--- src/core/lfc_pkg.sv ---
package lfc_pkg;
  // Register port widths
  localparam int ADDR_W = 8;
  localparam int DATA_W = 8;
  // Register offsets
  localparam logic [7:0] OFS_SERIES_RES = 8'h43;
  localparam logic [7:0] OFS_FIRST_CAP = 8'h44;
  localparam logic [7:0] OFS_SHUNT_MODE = 8'h45;
  localparam logic [7:0] OFS_THIRD_CAP = 8'h46;
  // Field widths
  localparam int SER_W = 6;
  localparam int C1_W = 3;
  localparam int SHUNT_W = 6;
  localparam int C3_W = 3;
  // Field positions inside their registers
  localparam int SER_LSB = 0;
  localparam int C1_LSB = 0;
  localparam int SHUNT_LSB = 1;
  localparam int MODE_BIT = 0;
  localparam int C3_LSB = 0;
  // Reset values
  localparam logic [5:0] SER_RST = 6'h24;
  localparam logic [2:0] C1_RST = 3'h0;
  localparam logic [5:0] SHUNT_RST = 6'h00;
  localparam logic [0:0] MODE_RST = 1'h0;
  localparam logic [2:0] C3_RST = 3'h0;
  // Capacitance arithmetic in picofarads
  localparam int C1_PF_W = 9;
  localparam int C3_PF_W = 6;
  localparam logic [8:0] C1_BASE_PF = 9'h005;
  localparam logic [8:0] C1_STEP_PF = 9'h032;
  localparam logic [5:0] C3_STEP_PF = 6'h05;
  // Nonvolatile image: defined fields only, packed low to high
  localparam int NVM_W = 19;
  localparam int NVM_SER_LSB = 0;
  localparam int NVM_C1_LSB = 6;
  localparam int NVM_SHUNT_LSB = 9;
  localparam int NVM_MODE_BIT = 15;
  localparam int NVM_C3_LSB = 16;
  // Nonvolatile transfer states
  typedef enum logic [2:0]
  {
    NVM_IDLE = 3'b001,
    NVM_RECALL = 3'b010,
    NVM_STORE = 3'b100
  } lfc_nvm_e;
endpackage

--- src/core/lfc_field.sv ---
`timescale 1ns/1ps
`default_nettype none
module lfc_field #(
  parameter int W = 1,
  parameter logic [W-1:0] RST = '0
) (
  // Clock and reset
  input wire logic sys_clk_in,
  input wire logic rst_b_in,
  // Host write
  input wire logic wr_en_in,
  input wire logic [W-1:0] wr_data_in,
  // Nonvolatile recall
  input wire logic ld_en_in,
  input wire logic [W-1:0] ld_data_in,
  // Stored value
  output logic [W-1:0] q_out
);
  logic [W-1:0] q_r; // Field storage
  logic [W-1:0] q_nxt; // Next field value

  // Host write wins over a recall in the same cycle
  always_comb
  begin
    q_nxt = q_r;
    if (wr_en_in)
    begin
      q_nxt = wr_data_in;
    end
    else if (ld_en_in)
    begin
      q_nxt = ld_data_in;
    end
  end

  // Synchronous active-low reset to the field default
  always_ff @(posedge sys_clk_in)
  begin
    if (!rst_b_in)
    begin
      q_r <= RST;
    end
    else
    begin
      q_r <= q_nxt;
    end
  end

  assign q_out = q_r;
endmodule
`default_nettype wire

--- src/core/lfc_pll1_filter_regs.sv ---
`timescale 1ns/1ps
`default_nettype none
module lfc_pll1_filter_regs (
  // Clock and reset
  input wire logic sys_clk_in,
  input wire logic rst_b_in,
  // Register port
  input wire logic [lfc_pkg::ADDR_W-1:0] reg_addr_in,
  input wire logic [lfc_pkg::DATA_W-1:0] reg_wdata_in,
  input wire logic reg_wr_in,
  input wire logic reg_rd_in,
  output logic [lfc_pkg::DATA_W-1:0] reg_rdata_out,
  // Nonvolatile storage transfer
  input wire logic nvm_recall_in,
  input wire logic nvm_store_in,
  input wire logic [lfc_pkg::NVM_W-1:0] nvm_image_in,
  output logic [lfc_pkg::NVM_W-1:0] nvm_image_out,
  output logic nvm_done_out,
  // Loop filter control codes
  output logic [lfc_pkg::SER_W-1:0] series_resistor_code_out,
  output logic [lfc_pkg::C1_W-1:0] first_capacitor_code_out,
  output logic [lfc_pkg::SHUNT_W-1:0] shunt_resistor_code_out,
  output logic filter_fractional_select_out,
  output logic [lfc_pkg::C3_W-1:0] third_capacitor_code_out,
  // Decoded capacitances in picofarads
  output logic [lfc_pkg::C1_PF_W-1:0] first_capacitor_pf_out,
  output logic [lfc_pkg::C3_PF_W-1:0] third_capacitor_pf_out,
  // Pulse after any filter setting changes
  output logic filter_changed_out
);
  import lfc_pkg::*;

  // Register write strobes per address
  logic wr_ser; // Series resistor register written
  logic wr_c1; // First capacitor register written
  logic wr_shunt; // Shunt resistor and mode register written
  logic wr_c3; // Third capacitor register written

  // Current field values from storage
  logic [SER_W-1:0] ser_q; // Series resistor code
  logic [C1_W-1:0] c1_q; // First capacitor code
  logic [SHUNT_W-1:0] shunt_q; // Shunt resistor code
  logic [0:0] mode_q; // Integer or fractional select
  logic [C3_W-1:0] c3_q; // Third capacitor code

  // Recall strobe into all fields
  logic recall_ld; // High while recall state loads fields

  // Transfer sequencer
  lfc_nvm_e nvm_state_r; // Current transfer state
  lfc_nvm_e nvm_state_nxt; // Next transfer state
  logic [NVM_W-1:0] nvm_image_r; // Image handed to storage
  logic [NVM_W-1:0] nvm_image_nxt; // Next image
  logic nvm_done_r; // Transfer complete pulse
  logic nvm_done_nxt; // Next complete pulse

  // Read path
  logic [DATA_W-1:0] rdata_r; // Read data, valid one cycle after strobe
  logic [DATA_W-1:0] rdata_nxt; // Next read data

  // Output stage
  logic [C1_PF_W-1:0] c1_pf_r; // First capacitance
  logic [C1_PF_W-1:0] c1_pf_nxt; // Next first capacitance
  logic [C3_PF_W-1:0] c3_pf_r; // Third capacitance
  logic [C3_PF_W-1:0] c3_pf_nxt; // Next third capacitance
  logic [NVM_W-1:0] last_cfg_r; // Settings seen one cycle ago
  logic [NVM_W-1:0] cur_cfg; // Settings now, packed
  logic changed_r; // Settings changed pulse
  logic changed_nxt; // Next changed pulse

  // Address decode; reserved bits of a write are simply dropped
  always_comb
  begin
    wr_ser = reg_wr_in && (reg_addr_in == OFS_SERIES_RES);
    wr_c1 = reg_wr_in && (reg_addr_in == OFS_FIRST_CAP);
    wr_shunt = reg_wr_in && (reg_addr_in == OFS_SHUNT_MODE);
    wr_c3 = reg_wr_in && (reg_addr_in == OFS_THIRD_CAP);
  end

  // Recall loads every field during the recall state
  assign recall_ld = (nvm_state_r == NVM_RECALL);

  // Series resistor code, any value a valid selection
  lfc_field #(
    .W(SER_W),
    .RST(SER_RST)
  ) u_ser (
    .sys_clk_in(sys_clk_in),
    .rst_b_in(rst_b_in),
    .wr_en_in(wr_ser),
    .wr_data_in(reg_wdata_in[SER_LSB +: SER_W]),
    .ld_en_in(recall_ld),
    .ld_data_in(nvm_image_in[NVM_SER_LSB +: SER_W]),
    .q_out(ser_q)
  );

  // First capacitor code
  lfc_field #(
    .W(C1_W),
    .RST(C1_RST)
  ) u_c1 (
    .sys_clk_in(sys_clk_in),
    .rst_b_in(rst_b_in),
    .wr_en_in(wr_c1),
    .wr_data_in(reg_wdata_in[C1_LSB +: C1_W]),
    .ld_en_in(recall_ld),
    .ld_data_in(nvm_image_in[NVM_C1_LSB +: C1_W]),
    .q_out(c1_q)
  );

  // Shunt resistor code in bits 6:1 above the mode bit, any value valid
  lfc_field #(
    .W(SHUNT_W),
    .RST(SHUNT_RST)
  ) u_shunt (
    .sys_clk_in(sys_clk_in),
    .rst_b_in(rst_b_in),
    .wr_en_in(wr_shunt),
    .wr_data_in(reg_wdata_in[SHUNT_LSB +: SHUNT_W]),
    .ld_en_in(recall_ld),
    .ld_data_in(nvm_image_in[NVM_SHUNT_LSB +: SHUNT_W]),
    .q_out(shunt_q)
  );

  // Filter mode bit shares the shunt register
  lfc_field #(
    .W(1),
    .RST(MODE_RST)
  ) u_mode (
    .sys_clk_in(sys_clk_in),
    .rst_b_in(rst_b_in),
    .wr_en_in(wr_shunt),
    .wr_data_in(reg_wdata_in[MODE_BIT +: 1]),
    .ld_en_in(recall_ld),
    .ld_data_in(nvm_image_in[NVM_MODE_BIT +: 1]),
    .q_out(mode_q)
  );

  // Third capacitor code
  lfc_field #(
    .W(C3_W),
    .RST(C3_RST)
  ) u_c3 (
    .sys_clk_in(sys_clk_in),
    .rst_b_in(rst_b_in),
    .wr_en_in(wr_c3),
    .wr_data_in(reg_wdata_in[C3_LSB +: C3_W]),
    .ld_en_in(recall_ld),
    .ld_data_in(nvm_image_in[NVM_C3_LSB +: C3_W]),
    .q_out(c3_q)
  );

  // Pack the defined fields only; reserved bits never reach storage
  always_comb
  begin
    cur_cfg = '0;
    cur_cfg[NVM_SER_LSB +: SER_W] = ser_q;
    cur_cfg[NVM_C1_LSB +: C1_W] = c1_q;
    cur_cfg[NVM_SHUNT_LSB +: SHUNT_W] = shunt_q;
    cur_cfg[NVM_MODE_BIT] = mode_q[0];
    cur_cfg[NVM_C3_LSB +: C3_W] = c3_q;
  end

  // Read mux; reserved and unmapped bits return zero
  always_comb
  begin
    rdata_nxt = '0;
    if (reg_rd_in)
    begin
      unique case (reg_addr_in)
        OFS_SERIES_RES:
        begin
          rdata_nxt[SER_LSB +: SER_W] = ser_q;
        end
        OFS_FIRST_CAP:
        begin
          rdata_nxt[C1_LSB +: C1_W] = c1_q;
        end
        OFS_SHUNT_MODE:
        begin
          rdata_nxt[SHUNT_LSB +: SHUNT_W] = shunt_q;
          rdata_nxt[MODE_BIT] = mode_q[0];
        end
        OFS_THIRD_CAP:
        begin
          rdata_nxt[C3_LSB +: C3_W] = c3_q;
        end
        default:
        begin
          rdata_nxt = '0; // Unmapped address
        end
      endcase
    end
  end

  // Read data register
  always_ff @(posedge sys_clk_in)
  begin
    if (!rst_b_in)
    begin
      rdata_r <= '0;
    end
    else
    begin
      rdata_r <= rdata_nxt;
    end
  end

  // Transfer sequencer; recall wins if both requests arrive together
  always_comb
  begin
    nvm_state_nxt = nvm_state_r;
    nvm_image_nxt = nvm_image_r;
    nvm_done_nxt = 1'b0;
    unique case (nvm_state_r)
      NVM_IDLE:
      begin
        if (nvm_recall_in)
        begin
          nvm_state_nxt = NVM_RECALL;
        end
        else if (nvm_store_in)
        begin
          nvm_state_nxt = NVM_STORE;
        end
      end
      NVM_RECALL:
      begin
        // Fields load this cycle
        nvm_done_nxt = 1'b1;
        nvm_state_nxt = NVM_IDLE;
      end
      NVM_STORE:
      begin
        // Snapshot the defined fields for storage
        nvm_image_nxt = cur_cfg;
        nvm_done_nxt = 1'b1;
        nvm_state_nxt = NVM_IDLE;
      end
      default:
      begin
        nvm_state_nxt = NVM_IDLE; // Recover from an illegal code
      end
    endcase
  end

  // Transfer sequencer registers
  always_ff @(posedge sys_clk_in)
  begin
    if (!rst_b_in)
    begin
      nvm_state_r <= NVM_IDLE;
      nvm_image_r <= '0;
      nvm_done_r <= 1'b0;
    end
    else
    begin
      nvm_state_r <= nvm_state_nxt;
      nvm_image_r <= nvm_image_nxt;
      nvm_done_r <= nvm_done_nxt;
    end
  end

  // Capacitance decode and change detect
  always_comb
  begin
    c1_pf_nxt = C1_BASE_PF + (C1_PF_W'(c1_q) * C1_STEP_PF);
    c3_pf_nxt = C3_PF_W'(c3_q) * C3_STEP_PF;
    changed_nxt = (cur_cfg != last_cfg_r);
  end

  // Output stage registers
  always_ff @(posedge sys_clk_in)
  begin
    if (!rst_b_in)
    begin
      c1_pf_r <= C1_BASE_PF;
      c3_pf_r <= '0;
      last_cfg_r <= {C3_RST, MODE_RST, SHUNT_RST, C1_RST, SER_RST};
      changed_r <= 1'b0;
    end
    else
    begin
      c1_pf_r <= c1_pf_nxt;
      c3_pf_r <= c3_pf_nxt;
      last_cfg_r <= cur_cfg;
      changed_r <= changed_nxt;
    end
  end

  // Outputs, each straight from a flip-flop
  assign reg_rdata_out = rdata_r;
  assign nvm_image_out = nvm_image_r;
  assign nvm_done_out = nvm_done_r;
  assign series_resistor_code_out = ser_q;
  assign first_capacitor_code_out = c1_q;
  assign shunt_resistor_code_out = shunt_q;
  assign filter_fractional_select_out = mode_q[0];
  assign third_capacitor_code_out = c3_q;
  assign first_capacitor_pf_out = c1_pf_r;
  assign third_capacitor_pf_out = c3_pf_r;
  assign filter_changed_out = changed_r;
endmodule
`default_nettype wire

--- config.mk ---
export PLATFORM = sky130hd
export DESIGN_NAME = lfc_pll1_filter_regs
export DESIGN_NICKNAME = d
export VERILOG_FILES = /design/src/core/lfc_pkg.sv /design/src/core/lfc_field.sv /design/src/core/lfc_pll1_filter_regs.sv
export SDC_FILE = /design/constraint.sdc
export NUM_CORES = 1
export LEC_CHECK = 0
export BUFFER_PORTS_ARGS = -buffer_cell sky130_fd_sc_hd__buf_2
export CORE_MARGIN = 1.5
export CORE_UTILIZATION = 40
export DETAILED_ROUTE_END_ITERATION = 10
export PLACE_DENSITY = 0.71
export SKIP_LAST_GASP = 1
export SLEW_MARGIN = 10
export SYNTH_ARGS = -nofsm -noshare
export SYNTH_HDL_FRONTEND = slang
export SYNTH_SLANG_ARGS = --single-unit
--- constraint.sdc ---
create_clock -name sys_clk_in -period 2 [get_ports sys_clk_in]
set_input_delay 0.2 -clock sys_clk_in [delete_from_list [all_inputs] [get_ports sys_clk_in]]
set_output_delay 0.2 -clock sys_clk_in [all_outputs]
set_load 0.01 [all_outputs]
# == After elaboration in Yosys (flattened, before gate mapping) ==
# Index checks and enable logic that the tools add are counted.
# classes
n_addsub,1
multipliers,2
eq_ne,8
muxes,15
bitwise,2
n_reduce_logical,14
# ops
op,n
"equality test 8 x 7 -> 1 bit, second input constant",4
2-to-1 mux 6 bit,4
!= test 19 bit,1
2-to-1 mux 3 bit,4
one-hot mux 3 bit (4 select lines),1
nonzero test 2 bit,5
"adder 3 x 9 -> 9 bit, first input constant",1
"multiplier 3 x 5 -> 8 bit, second input constant",1
"multiplier 3 x 3 -> 6 bit, second input constant",1
one-hot mux 3 bit (2 select lines),1
logical AND 1 bit,4
2-to-1 mux 2 bit,2
AND reduction 2 bit,2
"equality test 3 x 1 -> 1 bit, second input constant",1
"equality test 3 x 2 -> 1 bit, second input constant",1
"equality test 3 bit, second input constant",1
2-to-1 mux 1 bit,3
AND reduction 3 bit,1
OR reduction 3 bit,1
inverter 1 bit,2
OR reduction 2 bit,1
# word_totals
register_bits,85
in_bits,41

# == Logic depth before layout (Yosys ltp) ==
# Gate-level depths: netlist of run 1.
# logic_depth
depth_word,3
ltp_mapped,7
mapped_depth_nobuf,7

# == Hierarchy ==
# A second synthesis of run 1 with hierarchy kept.
# hier_totals
hier_cells,334
area_unflattened_um2,3419.5
# modules_own_cells
module,instances,cells_per_inst,area_per_inst_um2
lfc_pll1_filter_regs,1,253,2444.8
lfc_field (u_shunt),1,26,322.8
lfc_field (u_ser),1,27,319.1
lfc_field (u_c1 ...),2,12,142.6
lfc_field (u_mode),1,4,47.5

# == Worst setup path before layout of run 1 ==
# OpenSTA, ideal clock, no wires.
# synth_timing
path_type,register to register
startpoint,"register u_c1.q_r[1], in the netlist u_c1.q_out[1]"
endpoint,"register c1_pf_r[7], in the netlist first_capacitor_pf_out[7]"
arrival_ns,1.645
t_required_ns,1.885
slack_ns,0.240
stages_incl_launch_ff,8
n_path_buf,0
period_less_slack_ns,1.760
cell_sequence,dfxtp_1 > inv_1 > ha_1 > inv_1 > ha_1 > nor3b_1 > xnor2_1 > and2_1
# synth_between
elab_chain_len,2
# synth_rtl
item,line,source
start: declaration,lfc_field.sv:19,logic [W-1:0] q_r;
start signal: assignment,lfc_field.sv:45,q_r <= q_nxt;
multiplier 3 x 5 -> 8 bit,lfc_pll1_filter_regs.sv:267,c1_pf_nxt = C1_BASE_PF + (C1_PF_W'(c1_q) * C1_STEP_PF);
adder 3 x 9 -> 9 bit,lfc_pll1_filter_regs.sv:267,
end signal: assignment,lfc_pll1_filter_regs.sv:284,c1_pf_r <= c1_pf_nxt;
end: declaration,lfc_pll1_filter_regs.sv:62,logic [C1_PF_W-1:0] c1_pf_r;
# No other way between the ends.
# A chain may end at the register's enable or synchronous reset.

# == Final worst setup path of run 1 ==
# Ends and elaborated chain as after synthesis.

==> results.yml, run 1 <==
outcome:
  status: "completed"
clock_tree:
  clk_root_buffer_cell: "clkbuf_8"
  cts-hold-fix-buffers: 0
  cts_tree: "built"
  clkLatencyLatePin_ns: 0.34
  post-cts-setup-buffers: 0
  clk_pin_slew_ns: 0.08
  htreeDepth: 3
  clock-sinks: 80
  post_cts_resized: 0
  cts_buffer_depth: 2
  cts_buffers: 9
sta:
  fmax_mhz: 580
  tightest_slew_ns: 0.648
  fin_skew_ns: 0.00990
  setup-violations-final: 0
  finalCritPeriodShare: 0.863
  hold_viol: 0
  timing.hold.ws_ns: 0.0619
  slew_headroom: 0.567
  rsz0062_at_grt: "no"
  report.final.slew_viol_count: 0
  fin_crit_ns: 1.73
  tns_ns: 0
setup_path:
  critPathTopFamily: "adder cells"
  endpoint_kind: "register"
  max_stage_delay_ns: 0.35
  critPathMaxFanout: 4
  critPathArrivalTime_ns: 1.97
  r2r_setup_slack_ns: 0.27
  worstPathRequired_ns: 2.25
  crit_chain: "inv_1, ha_1, inv_1, ha_1, nor3b_1, xnor2_1, and2_1"
  cp_num_buf_inv: 2
  crit_path_top_delay_cell: "dfxtp_1"
  crit_type: "register to register"
  cp-start-kind: "register"
cells_and_area:
  diodes: 0
  layout-drive-gt1-share: 0.306
  final_util: 0.514
  nNetsFinal: 492
  fillers: 804
  area_delta_synth_final_pct: 25.0
synth:
  seq_area_frac_synth: 0.474
  synth-edff-count: 0
  yosys_register_bits: 80
  synth_top_area_frac: 0.474
  yosysUniqueCellTypes: 39
  synth_ff_type: "dfxtp_1"
  synth_cells: 343
  syn-num-nets: 392
  ys_async_sr_fraction: 0
  yosysWarningCount: 0
  netlist_area_sq_um: 3380
  synth_commonest_cells: "dfxtp_1 (80), nand2_1 (63), and2_1 (30)"
  synth.most_common_cell: "dfxtp_1"
  synth_top_area_cell: "dfxtp_1"
  avgSynthCellArea_sq_um: 9.86
  synth.area.top_cells: "dfxtp_1 (47%), nand2_1 (7.0%), and2_1 (5.6%)"
placed_design:
  portBuffers: 100
  routabilityCongestion: 0.818
  hpwlAfterDp_um: 6120
die:
  rows: 33
  die-area_sq_um: 9010
  die_height_um: 94.9
  core_sq_um: 8220
  start_util: 0.411
  fp.dieW_um: 94.9
  io_pins: 104
pwr:
  power.internal_mw: 2.44
  total_power_mw: 3.15
  p_clk_frac: 0.403
  power_density_nw_per_um2: 745
  irDropWorstVdd_uv: 354
  combPwrFrac: 0.075
  swShare: 0.224
  p_leak_nw: 2.20
  power_frac_seq: 0.522
  p_switching_mw: 0.704
detailed_routing:
  postRouteAntennaNets: 0
  vias_per_cell: 4.88
  wl_per_cell_um: 15.0
  firstDrtPassIters: 4
  drc_errors: 0
  wl_um: 8310
  drtIter0Drc: 77
  vias: 2698
global_routing:
  track_usage: 0.193
  grt_pass1_vias: 2503
  antenna_found_initial: 0
  grt_overflow: 0
  grt_max_degree: 24
  grt_pass1_wl_um: 13000
hold_path:
  hold_class: "input port to register"
run:
  max-cap-violations: 0
==> path summary, 6_finish.rpt <==
check | startpoint | end | cells past startpoint
min reg2reg | nvm_image_out[0]$_SDFFE_PN0N_ | nvm_image_out[0]$_SDFFE_PN0N_ | 2
max reg2reg | u_c1.q_out[1]$_SDFFE_PN0P_ | first_capacitor_pf_out[7]$_SDFF_PN0_ | 7
max | u_c1.q_out[1]$_SDFFE_PN0P_ | first_capacitor_pf_out[7]$_SDFF_PN0_ | 7
min | nvm_recall_in | nvm_state_r[0]$_SDFFE_PN1P_ | 2
==> power groups by stage <==
stage	clock network, mW	logic (mW)	registers (mW)
2_1_floorplan	0	0.124	1.68
6_report	1.27	0.237	1.64
5_1_grt	1.37	0.259	1.65
4_1_cts	1.30	0.238	1.64
3_5_place_dp	0	0.236	1.68
3_3_place_gp	0	0.231	1.68
==> sequential cells by signal (all words and copies together) (netlist names) <==
name                    cells
nvm_state_r                 3
nvm_done_out                1
reg_rdata_out               7
u_ser.q_out                 6
last_cfg_r                 17
third_capacitor_pf_out      6
nvm_image_out              19
u_shunt.q_out               6
u_mode.q_out                1
filter_changed_out          1
u_c3.q_out                  3
u_c1.q_out                  3
first_capacitor_pf_out      7
==> area by class of cell <==
type / instances / area [sq um] / area share
clock buffer: 14 / 183 / 0.0432
clock inverter: 2 / 35.0 / 0.00829
inverter: 3 / 11.3 / 0.00267
multi-input combinational: 234 / 1640 / 0.388
sequential: 80 / 1600 / 0.379
tap: 105 / 131 / 0.0311
timing repair buffer: 115 / 626 / 0.148
==> per-layer routing <==
layer / vias up / GRT usage / routed length [um]
met1: 1258 / 0.259 / 3850
li1: 1343 / - / -
met3: 4 / 0.0395 / 423
met4: 0 / 0.0659 / 76
met2: 93 / 0.307 / 3960
met5: - / 0 / 0
==> through the flow <==
stage                     std cells  setup WS [ns]  area (sq um)
after floorplan                 343          0.240          3380
after global placement          537          0.394          4010
after detailed placement        537          0.320          4010
after CTS                       553          0.291          4230
after global routing            553          0.220          4230
final                           553          0.275          4230
==> cell families (layout without fill, tap and decap cells) <==
group	Yosys count	count (layout)	synth area share
AND/OR/NAND/NOR	127	127	0.196
flip-flops	80	80	0.474
AO/OA/AOI/OAI	50	50	0.124
buffers and inverters	29	134	0.0437
XOR/XNOR	25	25	0.0648
multiplexers	22	22	0.0666
adder cells (fa/ha/maj)	8	8	0.0296
other	2	2	0.00222
==> cells in the final DEF, fill, tap and decap left out, types with 2 or more instances in the layout <==
master	n
buf_4	14
nor4_1	4
o21ai_0	2
nand3_1	3
mux2i_1	18
conb_1	2
clkbuf_8	13
and2_1	30
a22o_1	2
a22oi_1	5
a21boi_0	19
nor2_1	7
nand4_1	2
nand2_1	63
mux2_2	3
nor2b_1	6
buf_2	100
ha_1	8
nand2b_1	2
inv_1	3
xnor2_1	4
xor2_1	21
dfxtp_1	80
o211a_1	17
nand4_2	2
(Power assumes the default switching activity.)
==> inputs of run 2 (changes only) <==
--- a/config.mk
+++ b/config.mk
@@ -7,9 +7,9 @@
 export LEC_CHECK = 0
 export BUFFER_PORTS_ARGS = -buffer_cell sky130_fd_sc_hd__buf_2
 export CORE_MARGIN = 1.5
-export CORE_UTILIZATION = 40
+export CORE_UTILIZATION = 27
 export DETAILED_ROUTE_END_ITERATION = 10
-export PLACE_DENSITY = 0.71
+export PLACE_DENSITY = 0.53
 export SKIP_LAST_GASP = 1
 export SLEW_MARGIN = 10
 export SYNTH_ARGS = -nofsm -noshare
==> run 2 against run 1 <==
Effect of this change:
- highest routed layer unchanged
- wire length increased by 13%
- die area increased by 46%
- global-route usage decreased by 4.7 points
- register-to-register slack improved by 0.08 ns
- via count increased by 1.4%
==> results.yml, run 2 (synthesis results as in run 1) <==
die:
  core_sq_um: 12100
  die_height_um: 115
  fp.dieW_um: 115
  rows: 40
  die-area_sq_um: 13200
  start_util: 0.279
  io_pins: 104
clock_tree:
  clock-sinks: 80
  cts_tree: "built"
  cts-hold-fix-buffers: 0
  clk_root_buffer_cell: "clkbuf_16"
  cts_buffer_depth: 2
  post_cts_resized: 0
  htreeDepth: 3
  clk_pin_slew_ns: 0.06
  cts_buffers: 9
  post-cts-setup-buffers: 0
  clkLatencyLatePin_ns: 0.34
global_routing:
  grt_max_degree: 22
  track_usage: 0.146
  grt_pass1_wl_um: 14200
  antenna_found_initial: 0
  grt_overflow: 0
  grt_pass1_vias: 2624
detailed_routing:
  vias_per_cell: 4.42
  postRouteAntennaNets: 0
  wl_um: 9430
  drtIter0Drc: 99
  vias: 2737
  wl_per_cell_um: 15.2
  drc_errors: 0
  firstDrtPassIters: 4
pwr:
  total_power_mw: 3.77
  p_leak_nw: 2.26
  combPwrFrac: 0.065
  power_density_nw_per_um2: 846
  irDropWorstVdd_uv: 380
  power_frac_seq: 0.435
  p_clk_frac: 0.500
  power.internal_mw: 2.98
  swShare: 0.210
  p_switching_mw: 0.794
cells_and_area:
  largest_reg_flops: 19
  final_cell_mix: "buf_2 (100), dfxtp_1 (80), nand2_1 (63)"
  layout-drive-gt1-share: 0.313
  fillers: 1261
  layout_commonest_cell: "buf_2"
  design_area_sq_um: 4460
  nNetsFinal: 496
  diodes: 0
  final_util: 0.368
  fin_cells: 619
  area_delta_synth_final_pct: 31.9
setup_path:
  crit_type: "register to register"
  endpoint_kind: "register"
  critPathArrivalTime_ns: 1.87
  critPathMaxFanout: 6
  cp-startpoint: "u_c1.q_out[2]$_SDFFE_PN0P_"
  crit_chain: "ha_1, inv_1, ha_1, nor3b_1, xnor2_1, and2_1"
  max_stage_delay_ns: 0.39
  worstPathRequired_ns: 2.22
  critPathMostFrequentCell: "ha_1"
  timing.rr.start: "u_c1.q_out[2]$_SDFFE_PN0P_"
  critPathTopFamily: "adder cells"
  crit_path_top_delay_cell: "dfxtp_1"
  cp-start-kind: "register"
  cp_num_buf_inv: 1
placed_design:
  hpwlAfterDp_um: 6990
  place_inst: 604
  routabilityCongestion: 0.752
  dp_slack_ns: 0.338
  dpl-instance-area_sq_um: 4120
  portBuffers: 100
sta:
  hold_viol: 0
  rsz0062_at_grt: "no"
  slew_headroom: 0.531
  tns_ns: 0
  tightest_slew_ns: 0.702
  fmax_mhz: 607
  fin_crit_ns: 1.65
  final.setup.worst_slack_ns: 0.352
  finalCritPeriodShare: 0.824
  setup-violations-final: 0
  report.final.slew_viol_count: 0
  timing.hold.ws_ns: 0.0600
  fin_skew_ns: 0.00735
run:
  max-cap-violations: 0
outcome:
  status: "completed"
hold_path:
  hold_class: "input port to register"
  hp-start: "nvm_recall_in"
-- run 2: cell count changes in the layout (fill, tap and decap cells not counted), sizes merged --
cell      previous run  this run
buf                115       119
clkbuf              14        10
bufinv               1         3
clkinvlp             0         2
clkinv               1         0
-- run 2: power by group through the flow --
stage,Clock (mW),Sequential (mW),Combinational [mW]
5_1_grt,2.01,1.64,0.270
3_5_place_dp,0,1.68,0.249
2_1_floorplan,0,1.68,0.124
3_3_place_gp,0,1.68,0.244
6_report,1.89,1.64,0.246
4_1_cts,1.94,1.64,0.250
-- run 2: path summary, 6_finish.rpt --
check | slack (ns) | cells past startpoint | to
worst max-delay path | 0.35 | 6 | first_capacitor_pf_out[7]$_SDFF_PN0_
worst min-delay path | 0.06 | 2 | nvm_state_r[0]$_SDFFE_PN1P_
worst max register to register | 0.35 | 6 | first_capacitor_pf_out[7]$_SDFF_PN0_
worst min register to register | 0.46 | 2 | nvm_image_out[5]$_SDFFE_PN0N_
-- run 2: layout make-up --
class,count,area (sq um),area share
inverter,3,11.3,0.00252
clock inverter,5,105,0.0236
tap,168,210,0.0471
timing repair buffer,119,656,0.147
sequential,80,1600,0.359
multi-input combinational,234,1640,0.367
clock buffer,10,239,0.0536
-- run 2: metal layers --
| layer | vias up | part of all wire | global-route usage |
|---|---|---|---|
| met1 | 1288 | 0.47 | 0.186 |
| met3 | 11 | 0.063 | 0.0517 |
| met5 | - | 0 | 0 |
| li1 | 1358 | - | - |
| met2 | 80 | 0.46 | 0.233 |
| met4 | 0 | 0.013 | 0.0428 |
-- run 2: worst reg2reg max path, stage by stage (launching register included) --
cell	delay [ns]
dfxtp_1	0.39
ha_1	0.33
inv_1	0.05
ha_1	0.30
nor3b_1	0.24
xnor2_1	0.08
and2_1	0.15
==> inputs of run 3 (changes only) <==
--- a/config.mk
+++ b/config.mk
@@ -5,6 +5,7 @@
 export SDC_FILE = /design/constraint.sdc
 export NUM_CORES = 1
 export LEC_CHECK = 0
+export ABC_AREA = 1
 export BUFFER_PORTS_ARGS = -buffer_cell sky130_fd_sc_hd__buf_2
 export CORE_MARGIN = 1.5
 export CORE_UTILIZATION = 27
==> constraint.sdc (replaced) <==
create_clock -name sys_clk_in -period 1.55 [get_ports sys_clk_in]
set_input_delay 0.155 -clock sys_clk_in [delete_from_list [all_inputs] [get_ports sys_clk_in]]
set_output_delay 0.155 -clock sys_clk_in [all_outputs]
set_load 0.01 [all_outputs]
==> run 3 against run 2 <==
Effect of this change:
- largest cell class is now registers
- register-to-register slack got worse by 0.23 ns
- synthesized cell count rose by 45%
- highest routed layer unchanged
- flip-flop and latch count did not move
==> results.yml, run 3 <==
outcome:
  status: "completed"
pwr:
  p_leak_nw: 2.51
  power_density_nw_per_um2: 971
  irDropWorstVdd_uv: 602
placed_design:
  dpl-instance-area_sq_um: 4310
  dp_slack_ns: 0.0307
  portBuffers: 100
  hpwlAfterDp_um: 7900
  routabilityCongestion: 0.861
cells_and_area:
  nNetsFinal: 655
  final_cell_mix: "nand2_1 (137), buf_2 (100), dfxtp_1 (79)"
  largest_reg_flops: 19
  diodes: 0
  layout_commonest_cell: "nand2_1"
  design_area_sq_um: 4590
  area_delta_synth_final_pct: 28.7
  final_util: 0.359
  layout-drive-gt1-share: 0.289
sta:
  rsz0062_at_grt: "no"
  fin_skew_ns: 0.0127
  finalCritPeriodShare: 0.922
  timing.hold.ws_ns: 0.0645
  final.setup.worst_slack_ns: 0.121
  setup-violations-final: 0
  tns_ns: 0
  fin_crit_ns: 1.43
  report.final.slew_viol_count: 0
  fmax_mhz: 700
  hold_viol: 0
detailed_routing:
  drc_errors: 0
  firstDrtPassIters: 4
  wl_per_cell_um: 13.3
  vias_per_cell: 4.33
  wl_um: 10400
  drtIter0Drc: 202
  postRouteAntennaNets: 0
  vias: 3374
setup_path:
  path_depth: 7
  endpoint_kind: "register"
  r2r-end: "first_capacitor_pf_out[7]$_SDFF_PN0_"
  critPathMostFrequentCell: "ha_1"
  ff2ff_path_depth: 7
  critPathMaxFanout: 5
  crit_chain: "inv_2, ha_1, inv_1, ha_1, xnor2_2, o21ai_1, a21oi_1"
  cp-start-kind: "register"
  timing.rr.start: "u_c1.q_out[1]$_SDFFE_PN0P_"
  critPathTopFamily: "adder cells"
  max_stage_delay_ns: 0.33
  crit_type: "register to register"
  cp_num_buf_inv: 2
  critPathArrivalTime_ns: 1.65
  worstPathRequired_ns: 1.77
  crit_path_top_delay_cell: "dfxtp_2"
  r2r_setup_slack_ns: 0.12
synth:
  synth.most_common_cell: "nand2_1"
  synth_cells: 498
  yosysWarningCount: 0
  seq_area_frac_synth: 0.449
  synth_commonest_cells: "nand2_1 (137), dfxtp_1 (80), nand3_1 (53)"
  avgSynthCellArea_sq_um: 7.16
  ys_async_sr_fraction: 0
  netlist_area_sq_um: 3570
  synth_top_area_frac: 0.449
  synth.area.top_cells: "dfxtp_1 (45%), nand2_1 (14%), nand3_1 (7.4%)"
  yosysUniqueCellTypes: 28
  synth_top_area_cell: "dfxtp_1"
  synth-edff-count: 0
  yosys_register_bits: 80
  syn-num-nets: 547
  synth_ff_type: "dfxtp_1"
clock_tree:
  cts_buffer_depth: 2
  clock-sinks: 80
  htreeDepth: 3
  clkLatencyLatePin_ns: 0.34
  cts_tree: "built"
  clk_pin_slew_ns: 0.06
  cts_buffers: 9
  clk_root_buffer_cell: "clkbuf_16"
global_routing:
  antenna_found_initial: 0
  grt_pass1_wl_um: 16800
  track_usage: 0.154
  grt_overflow: 0
  grt_pass1_vias: 3268
  grt_max_degree: 23
hold_path:
  holdPathStages: 3
  hp-start: "nvm_store_in"
  hold_class: "input port to register"
  whs_endpoint: "nvm_state_r[2]$_SDFFE_PP0P_"
run:
  max-cap-violations: 0
die:
  rows: 41
  start_util: 0.279
  die_height_um: 118
  fp.dieW_um: 118
  die-area_sq_um: 13900
  io_pins: 104
  core_sq_um: 12800
run 3: cell count changes after synthesis, sizes merged, moves of 9 or more:
cell	delta
nand2	+75
inv	+60
nand3	+51
nor2	+47
and2	-30
a21boi	-19
o21ai	+19
xor2	-19
mux2i	-18
o211a	-17
a21oi	+13
xnor2	+9
run 3: what timing repair did:
| action | in CTS | in global routing |
|---|---|---|
| hold buffers | 1 | 0 |
| endpoints found under the hold margin | 1 | 0 |
| setup buffers | 0 | 0 |
| endpoints found under the setup margin | 0 | 1 |
| gates resized for setup | 0 | 2 |
run 3: metrics by stage:
stage | total power, mW | cells
floorplan | 2.40 | 498
global placement | 2.58 | 766
detailed placement | 2.58 | 766
CTS | 4.51 | 780
global route | 4.65 | 780
finish | 4.46 | 780
run 3: how the worst max path moves through the flow:
stage	from	to
5_1_grt	u_c1.q_out[1]$_SDFFE_PN0P_	first_capacitor_pf_out[7]$_SDFF_PN0_
6_report	u_c1.q_out[1]$_SDFFE_PN0P_	first_capacitor_pf_out[7]$_SDFF_PN0_
3_3_place_gp	reg_addr_in[5]	u_shunt.q_out[1]$_SDFFE_PN0P_
2_1_floorplan	u_c1.q_out[1]$_SDFFE_PN0P_	first_capacitor_pf_out[7]$_SDFF_PN0_
3_5_place_dp	reg_addr_in[5]	u_shunt.q_out[1]$_SDFFE_PN0P_
4_1_cts	u_c1.q_out[1]$_SDFFE_PN0P_	first_capacitor_pf_out[7]$_SDFF_PN0_
run 3: cells by family (layout without fill, tap and decap cells):
kind of cell    after synthesis  in the layout  share of synthesized area
other cells                   2              2                    0.00211
buf+inv                      92            202                      0.110
simple gates                265            265                      0.322
compound gates               36             36                     0.0512
fa+ha+maj                     8              8                     0.0281
xor+xnor                     15             15                     0.0368
flops                        80             80                      0.449
run 3: worst register-to-register path: cells and delay by family (launching register included):
kind	cells	cell delay (ns)
fa+ha+maj	2	0.54
flops	1	0.33
buf+inv	2	0.11
compound gates	2	0.18
xor+xnor	1	0.15
run 3: cell type report:
class | instances | area, sq um
Inverter | 63 | 236
Tap cell | 172 | 215
Clock inverter | 3 | 21.3
Multi-Input combinational cell | 326 | 1580
Timing Repair Buffer | 126 | 698
Fill cell | 1363 | 8180
Clock buffer | 10 | 239
Sequential cell | 80 | 1600
run 3: routing by layer:
| layer | share of wire | vias up | GRT usage |
|---|---|---|---|
| met5 | 0 | - | 0 |
| met4 | 0.019 | 0 | 0.0541 |
| met3 | 0.052 | 15 | 0.0378 |
| met2 | 0.45 | 105 | 0.248 |
| met1 | 0.48 | 1491 | 0.200 |
| li1 | - | 1763 | - |
run 3: report_power, final:
| group | total, mW | switching, mW | internal [mW] |
|---|---|---|---|
| Sequential | 2.15 | 0.0380 | 2.11 |
| Clock | 1.92 | 0.820 | 1.10 |
| Combinational | 0.392 | 0.237 | 0.155 |
| Total | 4.46 | 1.10 | 3.36 |
